[src/xbm_pkg.sv]
// Operation
// - 4-bit region index on both address channels
// - write data tag copies address tag
// - qos propagated on both address channels
// - undriven response codes default to zero
// - undriven sideband inputs default to zero
// - slave always drives readies, valids, data
// - length, size, burst type, lock presented
// - byte strobe width is data width/8
// - one native clock, active-high global reset
// - reset held at least 16 cycles; core passes rst_i straight through, XBM_RST_MIN unused
// - 16 cycles of slowest attached clock
// - per-slot resynchronised active-low reset output
package xbm_pkg;
  localparam int XBM_REGION_W = 4;
  localparam int XBM_QOS_W    = 4;
  localparam int XBM_LEN_W    = 8;
  localparam int XBM_SIZE_W   = 3;
  localparam int XBM_BURST_W  = 2;
  localparam int XBM_LOCK_W   = 2;
  localparam int XBM_CACHE_W  = 4;
  localparam int XBM_PROT_W   = 3;
  localparam int XBM_RESP_W   = 2;
  localparam int XBM_BYTE_W   = 8;
  localparam int XBM_RST_MIN  = 16;
  localparam int XBM_SYNC_LEN = 3;
  localparam logic [1:0] XBM_RESP_OKAY = 2'h0;
  localparam logic [1:0] XBM_BURST_INCR = 2'h1;
endpackage

[src/xbm_if.sv]
`timescale 1ns/100ps
`default_nettype none
interface xbm_if
  import xbm_pkg::*;
#(
  parameter int ID_W   = 1,
  parameter int ADDR_W = 32,
  parameter int DATA_W = 32,
  parameter int USER_W = 1
);
  logic                    aresetn;
  logic [ID_W-1:0]         awid;
  logic [ADDR_W-1:0]       awaddr;
  logic [XBM_LEN_W-1:0]    awlen;
  logic [XBM_SIZE_W-1:0]   awsize;
  logic [XBM_BURST_W-1:0]  awburst;
  logic [XBM_LOCK_W-1:0]   awlock;
  logic [XBM_CACHE_W-1:0]  awcache;
  logic [XBM_PROT_W-1:0]   awprot;
  logic [XBM_REGION_W-1:0] slot_write_region_index;
  logic [XBM_QOS_W-1:0]    slot_write_qos;
  logic [USER_W-1:0]       awuser;
  logic                    awvalid;
  logic                    awready;
  logic [ID_W-1:0]         slot_write_data_tag;
  logic [DATA_W-1:0]       wdata;
  logic [DATA_W/8-1:0]     wstrb;
  logic                    wlast;
  logic [USER_W-1:0]       wuser;
  logic                    wvalid;
  logic                    wready;
  logic [ID_W-1:0]         bid;
  logic [XBM_RESP_W-1:0]   bresp;
  logic [USER_W-1:0]       slot_write_resp_sideband;
  logic                    bvalid;
  logic                    bready;
  logic [ID_W-1:0]         arid;
  logic [ADDR_W-1:0]       araddr;
  logic [XBM_LEN_W-1:0]    slot_read_burst_length;
  logic [XBM_SIZE_W-1:0]   arsize;
  logic [XBM_BURST_W-1:0]  arburst;
  logic [XBM_LOCK_W-1:0]   arlock;
  logic [XBM_CACHE_W-1:0]  arcache;
  logic [XBM_PROT_W-1:0]   arprot;
  logic [XBM_REGION_W-1:0] slot_read_region_index;
  logic [XBM_QOS_W-1:0]    slot_read_qos;
  logic [USER_W-1:0]       aruser;
  logic                    arvalid;
  logic                    arready;
  logic [ID_W-1:0]         rid;
  logic [DATA_W-1:0]       rdata;
  logic [XBM_RESP_W-1:0]   rresp;
  logic                    slot_read_final_beat;
  logic [USER_W-1:0]       slot_read_data_sideband;
  logic                    rvalid;
  logic                    rready;

  modport core (
    output aresetn, awid, awaddr, awlen, awsize, awburst, awlock, awcache, awprot,
           slot_write_region_index, slot_write_qos, awuser, awvalid,
           slot_write_data_tag, wdata, wstrb, wlast, wuser, wvalid, bready,
           arid, araddr, slot_read_burst_length, arsize, arburst, arlock, arcache,
           arprot, slot_read_region_index, slot_read_qos, aruser, arvalid, rready,
    input  awready, wready, bid, bresp, slot_write_resp_sideband, bvalid,
           arready, rid, rdata, rresp, slot_read_final_beat,
           slot_read_data_sideband, rvalid
  );
  modport slave (
    input  aresetn, awid, awaddr, awlen, awsize, awburst, awlock, awcache, awprot,
           slot_write_region_index, slot_write_qos, awuser, awvalid,
           slot_write_data_tag, wdata, wstrb, wlast, wuser, wvalid, bready,
           arid, araddr, slot_read_burst_length, arsize, arburst, arlock, arcache,
           arprot, slot_read_region_index, slot_read_qos, aruser, arvalid, rready,
    output awready, wready, bid, bresp, slot_write_resp_sideband, bvalid,
           arready, rid, rdata, rresp, slot_read_final_beat,
           slot_read_data_sideband, rvalid
  );
endinterface
`default_nettype wire

[src/xbm_rst_sync.sv]
`timescale 1ns/100ps
`default_nettype none
module xbm_rst_sync
  import xbm_pkg::*;
(
  input  wire logic clk_i,
  input  wire logic rst_i,
  output logic      slot_reset_out_low_o
);
  logic [XBM_SYNC_LEN-1:0] stage;

  always_ff @(posedge clk_i) begin
    if (rst_i) begin
      stage <= '0;
    end else begin
      stage <= {stage[XBM_SYNC_LEN-2:0], 1'b1};
    end
  end

  assign slot_reset_out_low_o = stage[XBM_SYNC_LEN-1];
endmodule
`default_nettype wire

[src/xbm_core_end.sv]
`timescale 1ns/100ps
`default_nettype none
module xbm_core_end
  import xbm_pkg::*;
#(
  parameter int ID_W   = 1,
  parameter int ADDR_W = 32,
  parameter int DATA_W = 32,
  parameter int USER_W = 1
) (
  input  wire logic                    clk_i,
  input  wire logic                    rst_i,
  // write request
  input  wire logic                    wr_req_i,
  input  wire logic [ID_W-1:0]         wr_id_i,
  input  wire logic [ADDR_W-1:0]       wr_addr_i,
  input  wire logic [DATA_W-1:0]       wr_data_i,
  input  wire logic [DATA_W/8-1:0]     wr_strb_i,
  input  wire logic [XBM_REGION_W-1:0] wr_region_i,
  input  wire logic [XBM_QOS_W-1:0]    wr_qos_i,
  output logic                         wr_busy_o,
  output logic                         wr_done_o,
  output logic [XBM_RESP_W-1:0]        wr_resp_o,
  output logic [USER_W-1:0]            wr_user_o,
  // read request
  input  wire logic                    rd_req_i,
  input  wire logic [ID_W-1:0]         rd_id_i,
  input  wire logic [ADDR_W-1:0]       rd_addr_i,
  input  wire logic [XBM_LEN_W-1:0]    rd_len_i,
  input  wire logic [XBM_REGION_W-1:0] rd_region_i,
  input  wire logic [XBM_QOS_W-1:0]    rd_qos_i,
  output logic                         rd_busy_o,
  output logic                         rd_beat_o,
  output logic                         rd_last_o,
  output logic [DATA_W-1:0]            rd_data_o,
  output logic [XBM_RESP_W-1:0]        rd_resp_o,
  output logic [USER_W-1:0]            rd_user_o,
  xbm_if.core                          bus
);
  localparam logic [XBM_SIZE_W-1:0] FULL_SIZE = XBM_SIZE_W'($clog2(DATA_W / XBM_BYTE_W));

  logic slot_rst_low;
  logic core_rst;

  assign core_rst = rst_i;

  xbm_rst_sync u_rst (
    .clk_i                (clk_i),
    .rst_i                (core_rst),
    .slot_reset_out_low_o (slot_rst_low)
  );
  assign bus.aresetn = slot_rst_low;

  // no start while slot in reset
  logic wr_take;
  logic rd_take;
  assign wr_take = wr_req_i && !wr_busy_o && slot_rst_low;
  assign rd_take = rd_req_i && !rd_busy_o && slot_rst_low;

  // ----------------------------------------
  // write channels
  // ----------------------------------------
  logic aw_pend;
  logic w_pend;
  logic b_wait;

  always_ff @(posedge clk_i) begin
    if (core_rst) begin
      aw_pend <= 1'b0;
      w_pend  <= 1'b0;
      b_wait  <= 1'b0;
    end else if (wr_take) begin
      aw_pend <= 1'b1;
      w_pend  <= 1'b1;
      b_wait  <= 1'b1;
    end else begin
      if (aw_pend && bus.awready) aw_pend <= 1'b0;
      if (w_pend && bus.wready) w_pend <= 1'b0;
      if (b_wait && !aw_pend && !w_pend && bus.bvalid) b_wait <= 1'b0;
    end
  end

  always_ff @(posedge clk_i) begin
    if (core_rst) begin
      bus.awid                    <= '0;
      bus.awaddr                  <= '0;
      bus.slot_write_region_index <= '0;
      bus.slot_write_qos          <= '0;
      bus.slot_write_data_tag     <= '0;
      bus.wdata                   <= '0;
      bus.wstrb                   <= '0;
    end else if (wr_take) begin
      bus.awid                    <= wr_id_i;
      bus.awaddr                  <= wr_addr_i;
      bus.slot_write_region_index <= wr_region_i;
      bus.slot_write_qos          <= wr_qos_i;
      bus.slot_write_data_tag     <= wr_id_i;
      bus.wdata                   <= wr_data_i;
      bus.wstrb                   <= wr_strb_i;
    end
  end

  assign bus.awlen   = '0;
  assign bus.awsize  = FULL_SIZE;
  assign bus.awburst = XBM_BURST_INCR;
  assign bus.awlock  = '0;
  assign bus.awcache = '0;
  assign bus.awprot  = '0;
  assign bus.awuser  = '0;
  assign bus.wuser   = '0;
  assign bus.wlast   = 1'b1;
  assign bus.awvalid = aw_pend;
  assign bus.wvalid  = w_pend;
  assign bus.bready  = b_wait && !aw_pend && !w_pend;

  always_ff @(posedge clk_i) begin
    if (core_rst) begin
      wr_busy_o <= 1'b0;
      wr_done_o <= 1'b0;
      wr_resp_o <= XBM_RESP_OKAY;
      wr_user_o <= '0;
    end else begin
      wr_busy_o <= wr_take || (b_wait && !(bus.bready && bus.bvalid));
      wr_done_o <= bus.bready && bus.bvalid;
      if (bus.bready && bus.bvalid) begin
        wr_resp_o <= bus.bresp;
        wr_user_o <= bus.slot_write_resp_sideband;
      end
    end
  end

  // ----------------------------------------
  // read channels
  // ----------------------------------------
  logic ar_pend;
  logic r_wait;

  always_ff @(posedge clk_i) begin
    if (core_rst) begin
      ar_pend <= 1'b0;
      r_wait  <= 1'b0;
    end else if (rd_take) begin
      ar_pend <= 1'b1;
      r_wait  <= 1'b1;
    end else begin
      if (ar_pend && bus.arready) ar_pend <= 1'b0;
      if (r_wait && !ar_pend && bus.rvalid && bus.slot_read_final_beat) r_wait <= 1'b0;
    end
  end

  always_ff @(posedge clk_i) begin
    if (core_rst) begin
      bus.arid                   <= '0;
      bus.araddr                 <= '0;
      bus.slot_read_burst_length <= '0;
      bus.slot_read_region_index <= '0;
      bus.slot_read_qos          <= '0;
    end else if (rd_take) begin
      bus.arid                   <= rd_id_i;
      bus.araddr                 <= rd_addr_i;
      bus.slot_read_burst_length <= rd_len_i;
      bus.slot_read_region_index <= rd_region_i;
      bus.slot_read_qos          <= rd_qos_i;
    end
  end

  assign bus.arsize  = FULL_SIZE;
  assign bus.arburst = XBM_BURST_INCR;
  assign bus.arlock  = '0;
  assign bus.arcache = '0;
  assign bus.arprot  = '0;
  assign bus.aruser  = '0;
  assign bus.arvalid = ar_pend;
  assign bus.rready  = r_wait && !ar_pend;

  always_ff @(posedge clk_i) begin
    if (core_rst) begin
      rd_busy_o <= 1'b0;
      rd_beat_o <= 1'b0;
      rd_last_o <= 1'b0;
      rd_data_o <= '0;
      rd_resp_o <= XBM_RESP_OKAY;
      rd_user_o <= '0;
    end else begin
      rd_busy_o <= rd_take ||
                   (r_wait && !(bus.rready && bus.rvalid && bus.slot_read_final_beat));
      rd_beat_o <= bus.rready && bus.rvalid;
      rd_last_o <= bus.rready && bus.rvalid && bus.slot_read_final_beat;
      if (bus.rready && bus.rvalid) begin
        rd_data_o <= bus.rdata;
        rd_resp_o <= bus.rresp;
        rd_user_o <= bus.slot_read_data_sideband;
      end
    end
  end
endmodule
`default_nettype wire

[src/flat_wrapper.sv]
// flat-port wrapper written by rule: the top's interface ports become plain ports
module xbm_core_end_flat import xbm_pkg::*;
#(
  parameter int ID_W   = 1,
  parameter int ADDR_W = 32,
  parameter int DATA_W = 32,
  parameter int USER_W = 1
)
  (clk_i, rst_i, wr_req_i, wr_id_i, wr_addr_i, wr_data_i, wr_strb_i, wr_region_i, wr_qos_i, wr_busy_o, wr_done_o, wr_resp_o, wr_user_o, rd_req_i, rd_id_i, rd_addr_i, rd_len_i, rd_region_i, rd_qos_i, rd_busy_o, rd_beat_o, rd_last_o, rd_data_o, rd_resp_o, rd_user_o, bus_aresetn, bus_awid, bus_awaddr, bus_awlen, bus_awsize, bus_awburst, bus_awlock, bus_awcache, bus_awprot, bus_slot_write_region_index, bus_slot_write_qos, bus_awuser, bus_awvalid, bus_slot_write_data_tag, bus_wdata, bus_wstrb, bus_wlast, bus_wuser, bus_wvalid, bus_bready, bus_arid, bus_araddr, bus_slot_read_burst_length, bus_arsize, bus_arburst, bus_arlock, bus_arcache, bus_arprot, bus_slot_read_region_index, bus_slot_read_qos, bus_aruser, bus_arvalid, bus_rready, bus_awready, bus_wready, bus_bid, bus_bresp, bus_slot_write_resp_sideband, bus_bvalid, bus_arready, bus_rid, bus_rdata, bus_rresp, bus_slot_read_final_beat, bus_slot_read_data_sideband, bus_rvalid);
  xbm_if #(.ID_W(ID_W), .ADDR_W(ADDR_W), .DATA_W(DATA_W), .USER_W(USER_W)) bus_i ();
  input  wire logic clk_i;
  input  wire logic rst_i;
  input  wire logic wr_req_i;
  input  wire logic [ID_W-1:0] wr_id_i;
  input  wire logic [ADDR_W-1:0] wr_addr_i;
  input  wire logic [DATA_W-1:0] wr_data_i;
  input  wire logic [DATA_W/8-1:0] wr_strb_i;
  input  wire logic [XBM_REGION_W-1:0] wr_region_i;
  input  wire logic [XBM_QOS_W-1:0] wr_qos_i;
  output logic wr_busy_o;
  output logic wr_done_o;
  output logic [XBM_RESP_W-1:0] wr_resp_o;
  output logic [USER_W-1:0] wr_user_o;
  input  wire logic rd_req_i;
  input  wire logic [ID_W-1:0] rd_id_i;
  input  wire logic [ADDR_W-1:0] rd_addr_i;
  input  wire logic [XBM_LEN_W-1:0] rd_len_i;
  input  wire logic [XBM_REGION_W-1:0] rd_region_i;
  input  wire logic [XBM_QOS_W-1:0] rd_qos_i;
  output logic rd_busy_o;
  output logic rd_beat_o;
  output logic rd_last_o;
  output logic [DATA_W-1:0] rd_data_o;
  output logic [XBM_RESP_W-1:0] rd_resp_o;
  output logic [USER_W-1:0] rd_user_o;
  output wire logic [$bits(bus_i.aresetn)-1:0] bus_aresetn;
  output wire logic [$bits(bus_i.awid)-1:0] bus_awid;
  output wire logic [$bits(bus_i.awaddr)-1:0] bus_awaddr;
  output wire logic [$bits(bus_i.awlen)-1:0] bus_awlen;
  output wire logic [$bits(bus_i.awsize)-1:0] bus_awsize;
  output wire logic [$bits(bus_i.awburst)-1:0] bus_awburst;
  output wire logic [$bits(bus_i.awlock)-1:0] bus_awlock;
  output wire logic [$bits(bus_i.awcache)-1:0] bus_awcache;
  output wire logic [$bits(bus_i.awprot)-1:0] bus_awprot;
  output wire logic [$bits(bus_i.slot_write_region_index)-1:0] bus_slot_write_region_index;
  output wire logic [$bits(bus_i.slot_write_qos)-1:0] bus_slot_write_qos;
  output wire logic [$bits(bus_i.awuser)-1:0] bus_awuser;
  output wire logic [$bits(bus_i.awvalid)-1:0] bus_awvalid;
  output wire logic [$bits(bus_i.slot_write_data_tag)-1:0] bus_slot_write_data_tag;
  output wire logic [$bits(bus_i.wdata)-1:0] bus_wdata;
  output wire logic [$bits(bus_i.wstrb)-1:0] bus_wstrb;
  output wire logic [$bits(bus_i.wlast)-1:0] bus_wlast;
  output wire logic [$bits(bus_i.wuser)-1:0] bus_wuser;
  output wire logic [$bits(bus_i.wvalid)-1:0] bus_wvalid;
  output wire logic [$bits(bus_i.bready)-1:0] bus_bready;
  output wire logic [$bits(bus_i.arid)-1:0] bus_arid;
  output wire logic [$bits(bus_i.araddr)-1:0] bus_araddr;
  output wire logic [$bits(bus_i.slot_read_burst_length)-1:0] bus_slot_read_burst_length;
  output wire logic [$bits(bus_i.arsize)-1:0] bus_arsize;
  output wire logic [$bits(bus_i.arburst)-1:0] bus_arburst;
  output wire logic [$bits(bus_i.arlock)-1:0] bus_arlock;
  output wire logic [$bits(bus_i.arcache)-1:0] bus_arcache;
  output wire logic [$bits(bus_i.arprot)-1:0] bus_arprot;
  output wire logic [$bits(bus_i.slot_read_region_index)-1:0] bus_slot_read_region_index;
  output wire logic [$bits(bus_i.slot_read_qos)-1:0] bus_slot_read_qos;
  output wire logic [$bits(bus_i.aruser)-1:0] bus_aruser;
  output wire logic [$bits(bus_i.arvalid)-1:0] bus_arvalid;
  output wire logic [$bits(bus_i.rready)-1:0] bus_rready;
  input wire logic [$bits(bus_i.awready)-1:0] bus_awready;
  input wire logic [$bits(bus_i.wready)-1:0] bus_wready;
  input wire logic [$bits(bus_i.bid)-1:0] bus_bid;
  input wire logic [$bits(bus_i.bresp)-1:0] bus_bresp;
  input wire logic [$bits(bus_i.slot_write_resp_sideband)-1:0] bus_slot_write_resp_sideband;
  input wire logic [$bits(bus_i.bvalid)-1:0] bus_bvalid;
  input wire logic [$bits(bus_i.arready)-1:0] bus_arready;
  input wire logic [$bits(bus_i.rid)-1:0] bus_rid;
  input wire logic [$bits(bus_i.rdata)-1:0] bus_rdata;
  input wire logic [$bits(bus_i.rresp)-1:0] bus_rresp;
  input wire logic [$bits(bus_i.slot_read_final_beat)-1:0] bus_slot_read_final_beat;
  input wire logic [$bits(bus_i.slot_read_data_sideband)-1:0] bus_slot_read_data_sideband;
  input wire logic [$bits(bus_i.rvalid)-1:0] bus_rvalid;
  assign bus_aresetn = bus_i.aresetn;
  assign bus_awid = bus_i.awid;
  assign bus_awaddr = bus_i.awaddr;
  assign bus_awlen = bus_i.awlen;
  assign bus_awsize = bus_i.awsize;
  assign bus_awburst = bus_i.awburst;
  assign bus_awlock = bus_i.awlock;
  assign bus_awcache = bus_i.awcache;
  assign bus_awprot = bus_i.awprot;
  assign bus_slot_write_region_index = bus_i.slot_write_region_index;
  assign bus_slot_write_qos = bus_i.slot_write_qos;
  assign bus_awuser = bus_i.awuser;
  assign bus_awvalid = bus_i.awvalid;
  assign bus_slot_write_data_tag = bus_i.slot_write_data_tag;
  assign bus_wdata = bus_i.wdata;
  assign bus_wstrb = bus_i.wstrb;
  assign bus_wlast = bus_i.wlast;
  assign bus_wuser = bus_i.wuser;
  assign bus_wvalid = bus_i.wvalid;
  assign bus_bready = bus_i.bready;
  assign bus_arid = bus_i.arid;
  assign bus_araddr = bus_i.araddr;
  assign bus_slot_read_burst_length = bus_i.slot_read_burst_length;
  assign bus_arsize = bus_i.arsize;
  assign bus_arburst = bus_i.arburst;
  assign bus_arlock = bus_i.arlock;
  assign bus_arcache = bus_i.arcache;
  assign bus_arprot = bus_i.arprot;
  assign bus_slot_read_region_index = bus_i.slot_read_region_index;
  assign bus_slot_read_qos = bus_i.slot_read_qos;
  assign bus_aruser = bus_i.aruser;
  assign bus_arvalid = bus_i.arvalid;
  assign bus_rready = bus_i.rready;
  assign bus_i.awready = bus_awready;
  assign bus_i.wready = bus_wready;
  assign bus_i.bid = bus_bid;
  assign bus_i.bresp = bus_bresp;
  assign bus_i.slot_write_resp_sideband = bus_slot_write_resp_sideband;
  assign bus_i.bvalid = bus_bvalid;
  assign bus_i.arready = bus_arready;
  assign bus_i.rid = bus_rid;
  assign bus_i.rdata = bus_rdata;
  assign bus_i.rresp = bus_rresp;
  assign bus_i.slot_read_final_beat = bus_slot_read_final_beat;
  assign bus_i.slot_read_data_sideband = bus_slot_read_data_sideband;
  assign bus_i.rvalid = bus_rvalid;
  xbm_core_end #(.ID_W(ID_W), .ADDR_W(ADDR_W), .DATA_W(DATA_W), .USER_W(USER_W)) u_core (.clk_i(clk_i), .rst_i(rst_i), .wr_req_i(wr_req_i), .wr_id_i(wr_id_i), .wr_addr_i(wr_addr_i), .wr_data_i(wr_data_i), .wr_strb_i(wr_strb_i), .wr_region_i(wr_region_i), .wr_qos_i(wr_qos_i), .wr_busy_o(wr_busy_o), .wr_done_o(wr_done_o), .wr_resp_o(wr_resp_o), .wr_user_o(wr_user_o), .rd_req_i(rd_req_i), .rd_id_i(rd_id_i), .rd_addr_i(rd_addr_i), .rd_len_i(rd_len_i), .rd_region_i(rd_region_i), .rd_qos_i(rd_qos_i), .rd_busy_o(rd_busy_o), .rd_beat_o(rd_beat_o), .rd_last_o(rd_last_o), .rd_data_o(rd_data_o), .rd_resp_o(rd_resp_o), .rd_user_o(rd_user_o), .bus(bus_i));
endmodule
[config.mk]
export PLATFORM = sky130hd
export DESIGN_NAME = xbm_core_end_flat
export DESIGN_NICKNAME = d
export VERILOG_FILES = /design/src/xbm_pkg.sv /design/src/xbm_if.sv /design/src/xbm_rst_sync.sv /design/src/xbm_core_end.sv /design/src/flat_wrapper.sv
export SDC_FILE = /design/constraint.sdc
export NUM_CORES = 1
export LEC_CHECK = 0
export ABC_AREA = 1
export BUFFER_PORTS_ARGS = -buffer_cell sky130_fd_sc_hd__clkbuf_2
export CORE_AREA = 2 2 153 155
export CTS_CLUSTER_DIAMETER = 60
export CTS_CLUSTER_SIZE = 30
export DETAILED_ROUTE_END_ITERATION = 8
export DIE_AREA = 0 0 155 157
export HOLD_SLACK_MARGIN = 0.08
export PLACE_DENSITY = 0.58
export SKIP_CTS_REPAIR_TIMING = 1
export SYNTH_ARGS = -nofsm -noshare
export SYNTH_HDL_FRONTEND = slang
export SYNTH_SLANG_ARGS = --single-unit
[constraint.sdc]
create_clock -name clk_i -period 1.3 [get_ports clk_i]
set_clock_uncertainty 0.15 [all_clocks]
set_input_delay 0.065 -clock clk_i [delete_from_list [all_inputs] [get_ports clk_i]]
set_output_delay 0.065 -clock clk_i [all_outputs]
set_load 0.05 [all_outputs]
* Word level (Yosys, flattened, before mapping)
Cells that the tools add are included.
** Operators by class
- Mux-type cells :: 11
- Reduce and logical (&&, ||, !) cells :: 29
** Operator list (number)
- $logic_and A1 B1 Y1 :: 15
- $mux W1 :: 11
- $reduce_bool A2 Y1 :: 5
- $logic_not A1 Y1 :: 7
- $logic_or A1 B1 Y1 :: 2
** Storage, ports and cells
- Bits in registers :: 177
- Bits of input ports :: 176
- Output and inout bits :: 216
- Logic and storage cells :: 68

* Longest topological paths before layout
- Depth in word-level cells :: 7
- Gate-level depth with buffers :: 7
- Depth with buffers taken out :: 5

* By module
From an unflattened synthesis, not the netlist that was laid out.
** Second synthesis, totals
- Cell total of the unflattened synthesis :: 816
- Area total of the unflattened synthesis :: 6459.9 µm²
** By module, submodules not included
- xbm_core_end :: times used 1, cells an instance 808, area an instance 6381.1 µm², sequential area each 3483.3 µm²
- xbm_rst_sync :: times used 1, cells an instance 8, area an instance 78.8 µm², sequential area each 60.1 µm²

* Least setup slack after synthesis
Ideal clock, no wire load.
- Path type :: register -> output
- Start :: reg u_core.aw_pend (netlist: u_core.bus.awvalid)
- End :: out bus_bready
- Arrival :: 1644 ps
- Required time :: 1085 ps
- Path slack :: -559 ps
- Stages on the path, launching flop included :: 2
- Path buffers :: 0
- Path through :: dfxtp_1 > nor3_1
** On the way
- Word-level cells in the longest chain between the ends :: 3
** Ends and longest elaborated chain
- from (decl) :: line xbm_core_end.sv:63 : logic aw_pend;
- from (signal assigned) :: line xbm_core_end.sv:69 : aw_pend <= 1'b0;
- from (signal assigned) :: line xbm_core_end.sv:73 : aw_pend <= 1'b1;
- from (signal assigned) :: line xbm_core_end.sv:77 : if (aw_pend && bus.awready) aw_pend <= 1'b0;
- $logic_not A1 Y1 :: line xbm_core_end.sv:114 : assign bus.bready = b_wait && !aw_pend && !w_pend;
- $logic_and A1 B1 Y1 (2 in series) :: line xbm_core_end.sv:114
- to (decl) :: line flat_wrapper.sv:55 : output wire logic [$bits(bus_i.bready)-1:0] bus_bready;
No other way between the ends.

* Final worst setup path
- Start :: reg u_core.u_rst.stage[2]
- End :: reg u_core.bus.araddr[23] (netlist bit)
** On the way
- Word-level cells in the longest chain between the ends :: 1
** Ends and longest elaborated chain
- from (decl) :: line xbm_rst_sync.sv:10 : logic [XBM_SYNC_LEN-1:0] stage;
- from (signal assigned) :: line xbm_rst_sync.sv:16 : stage <= {stage[XBM_SYNC_LEN-2:0], 1'b1};
- $logic_and A1 B1 Y1 :: line xbm_core_end.sv:58 : assign rd_take = rd_req_i && !rd_busy_o && slot_rst_low;
- to (signal assigned) :: line xbm_core_end.sv:160 : bus.araddr <= rd_addr_i;
- to (decl) :: line xbm_if.sv:62 : arid, araddr, slot_read_burst_length, arsize, arburst, arlock, arcache,
No other way between the ends.
A chain may end at the register's enable or synchronous reset.

==> impl_metrics.py <==
metrics = {
    "hold_path": {
        "hp-class": "input port to flip-flop",
    },
    "clock_tree": {
        "cts_root_buf": "clkbuf_16",
        "clk_path_buf_depth": 2,
        "cts.clk_slew.worst_paths_ns": 0.07,
        "cts_tree": "built",
        "htreeDepth": 4,
        "clock_sinks": 177,
        "cts_buffers": 17,
        "clock_latency_ns": 0.43,
    },
    "drt": {
        "drt_wl_total_mm": 27.4,
        "wl_per_cell_um": 16.6,
        "drc": 0,
        "ant_nets": 0,
        "vias": 7493,
        "initialDrtViolationCount": 363,
        "first_pass_iters": 5,
        "viasPerCell": 4.52,
    },
    "final_layout": {
        "fin_util_pct": 53.4,
        "drive_above_1_share_pct": 41.1,
        "area_growth_pct": 86.5,
        "final_cell_area_um2": 12000,
        "instances_no_fill": 1657,
        "layout.nets": 1535,
    },
    "floorplanning": {
        "ios": 392,
        "die_h_um": 157,
        "fp.dieArea_um2": 24300,
        "die-width_um": 155,
        "start_util_pct": 28.7,
        "core-area_um2": 22500,
        "rows": 55,
    },
    "sta": {
        "worst_pin_slew_ns": 0.531,
        "hold_viol": 0,
        "rsz0062_at_grt": "yes",
        "fin_ws_ns": -0.139,
        "max-slew-margin-rel_pct": 64.6,
        "slew_viol_final": 0,
        "final.setup.tns_ns": -4.99,
        "max_clock_freq_mhz": 695,
        "fin_crit_sh_pct": 111,
        "setup_viol": 121,
        "min_period_ns": 1.44,
        "holdWs_ns": 0.108,
    },
    "worst_setup_path": {
        "start_kind": "flip-flop",
        "end_kind": "flip-flop",
        "r2r_setup_slack_ns": -0.14,
        "cp_max_fo": 6,
        "arrival_ns": 1.63,
        "required_ns": 1.50,
        "critical_path_class": "flip-flop to flip-flop",
    },
    "global_routing": {
        "grt_pass1_vias": 5829,
        "grt_start_max_net_pins": 86,
        "grt_usage_pct": 16.0,
        "grt_pass1_wl_mm": 30.8,
        "antenna_found_initial": 1,
        "gr-total-overflow": 0,
    },
    "synth": {
        "ys_seq_elements": 177,
        "synth_area_um2": 6450,
        "postSynthAreaPerCell_um2": 7.94,
        "ys_warn_count": 0,
        "seq_area_frac_synth_pct": 54.9,
        "syn_inst": 812,
        "yosysUniqueCellTypes": 21,
    },
    "placement": {
        "dp.cells": 1417,
        "dp_slack_ns": -0.149,
        "place_congestion": 0.763,
        "hpwl_mm": 14.8,
        "placed_area_um2": 8490,
        "portBuffers": 349,
    },
    "power_and_ir_drop": {
        "ir_drop_mv": 0.809,
        "p_leak_nw": 5.66,
        "p_total_mw": 13.2,
        "powerDensity_nw_per_um2": 1100,
    },
    "outcome": {
        "status": "complete, but fails checks",
        "violations": "negative setup slack",
    },
    "run": {
        "cap_violations": 0,
    },
}
==> layout by cell type, fill, tap and decap left out, types with 17 or more instances in the layout <==
| master | instances |
|---|---|
| a21oi_1 | 37 |
| buf_12 | 17 |
| buf_2 | 40 |
| buf_4 | 25 |
| clkbuf_16 | 33 |
| clkbuf_2 | 256 |
| clkbuf_4 | 40 |
| conb_1 | 40 |
| dfxtp_1 | 169 |
| dlygate4sd3_1 | 172 |
| nand2_1 | 44 |
| nand3_1 | 35 |
| nor2_1 | 221 |
| nor2_2 | 45 |
| o21ai_1 | 64 |
| o21ai_2 | 48 |
==> state kept, by name, summed over array words and instances, names as in the netlist, 2 cells and up <==
signal                              cells
u_core.bus.araddr                      32
u_core.rd_data_o                       32
u_core.bus.slot_read_qos                4
u_core.bus.slot_read_burst_length       8
u_core.rd_resp_o                        2
u_core.bus.awaddr                      32
u_core.wr_resp_o                        2
u_core.bus.wdata                       32
u_core.bus.slot_write_region_index      4
u_core.bus.slot_write_qos               4
u_core.bus.wstrb                        4
u_core.bus.slot_read_region_index       4
u_core.u_rst.stage                      3
==> worst max-delay path, stage by stage (launching register included) <==
cell	delay, ns
dfxtp_4	0.38
nand2_4	0.06
nor2_4	0.19
buf_8	0.18
clkbuf_16	0.16
o21ai_1	0.07
nor2_1	0.18
==> where the power goes <==
part           internal [mW]  switching (mW)  total [mW]
Combinational          0.963            1.52        2.48
Clock                   2.68            2.33        5.01
Sequential              5.59           0.107        5.69
==> kinds of logic (layout without fill, tap and decap cells) <==
logic type / count (synthesis) / in the layout / synth area share [%]
AO/OA/AOI/OAI: 166 / 166 / 13.0
AND/OR/NAND/NOR: 358 / 358 / 22.0
buffers and inverters: 109 / 630 / 9.91
flip-flops: 177 / 177 / 54.9
other: 2 / 41 / 0.116
==> synth_stat cells <==
library cell  number  area (um2)
dfxtp_1          177        3540
clkbuf_2           2        10.0
inv_2              4        15.0
buf_1              4        15.0
buf_4             45         338
nor3_1             1        5.00
a21oi_1           38         190
nand4_1            1        6.26
clkbuf_1          23        86.3
o21ai_0           99         495
a21oi_2            2        17.5
buf_6              5        56.3
buf_2             17        85.1
nor2_4             3        33.8
nand3_2            1        10.0
nor2_1           270        1010
o21ai_1           27         135
nand3_1           36         180
nand2_1           46         173
conb_1             2        7.51
inv_1              9        33.8
==> layout make-up <==
cell class,instances,area [um2]
fillers,1937,10500
clock buffers,19,433
diodes,1,2.50
clock inverters,12,124
repair buffers,586,4710
multi-input cells,564,2780
inverters,13,67.6
well taps,285,357
flip-flops and latches,177,3560
==> metal layers <==
metal / track usage [%] / vias up / part of all wire [%]
met5: 0 / - / 0
met4: 4.72 / 0 / 3.5
met3: 5.62 / 61 / 7.0
met2: 27.2 / 366 / 51
met1: 19.0 / 3432 / 39
li1: - / 3634 / -
==> worst paths after layout <==
check                                        start                                 end  cells after the start
setup / recovery  u_core.u_rst.stage[2]$_SDFF_PP0_  u_core.bus.araddr[23]$_SDFFE_PP0P_                      6
hold / removal                            wr_req_i    u_core.bus.wdata[2]$_SDFFE_PP0P_                      7
setup reg to reg  u_core.u_rst.stage[2]$_SDFF_PP0_  u_core.bus.araddr[23]$_SDFFE_PP0P_                      6
hold reg to reg      u_core.u_rst.stage[0]$_DFF_P_    u_core.u_rst.stage[1]$_SDFF_PP0_                      2
Note: power is estimated with default switching activity, not from simulation.
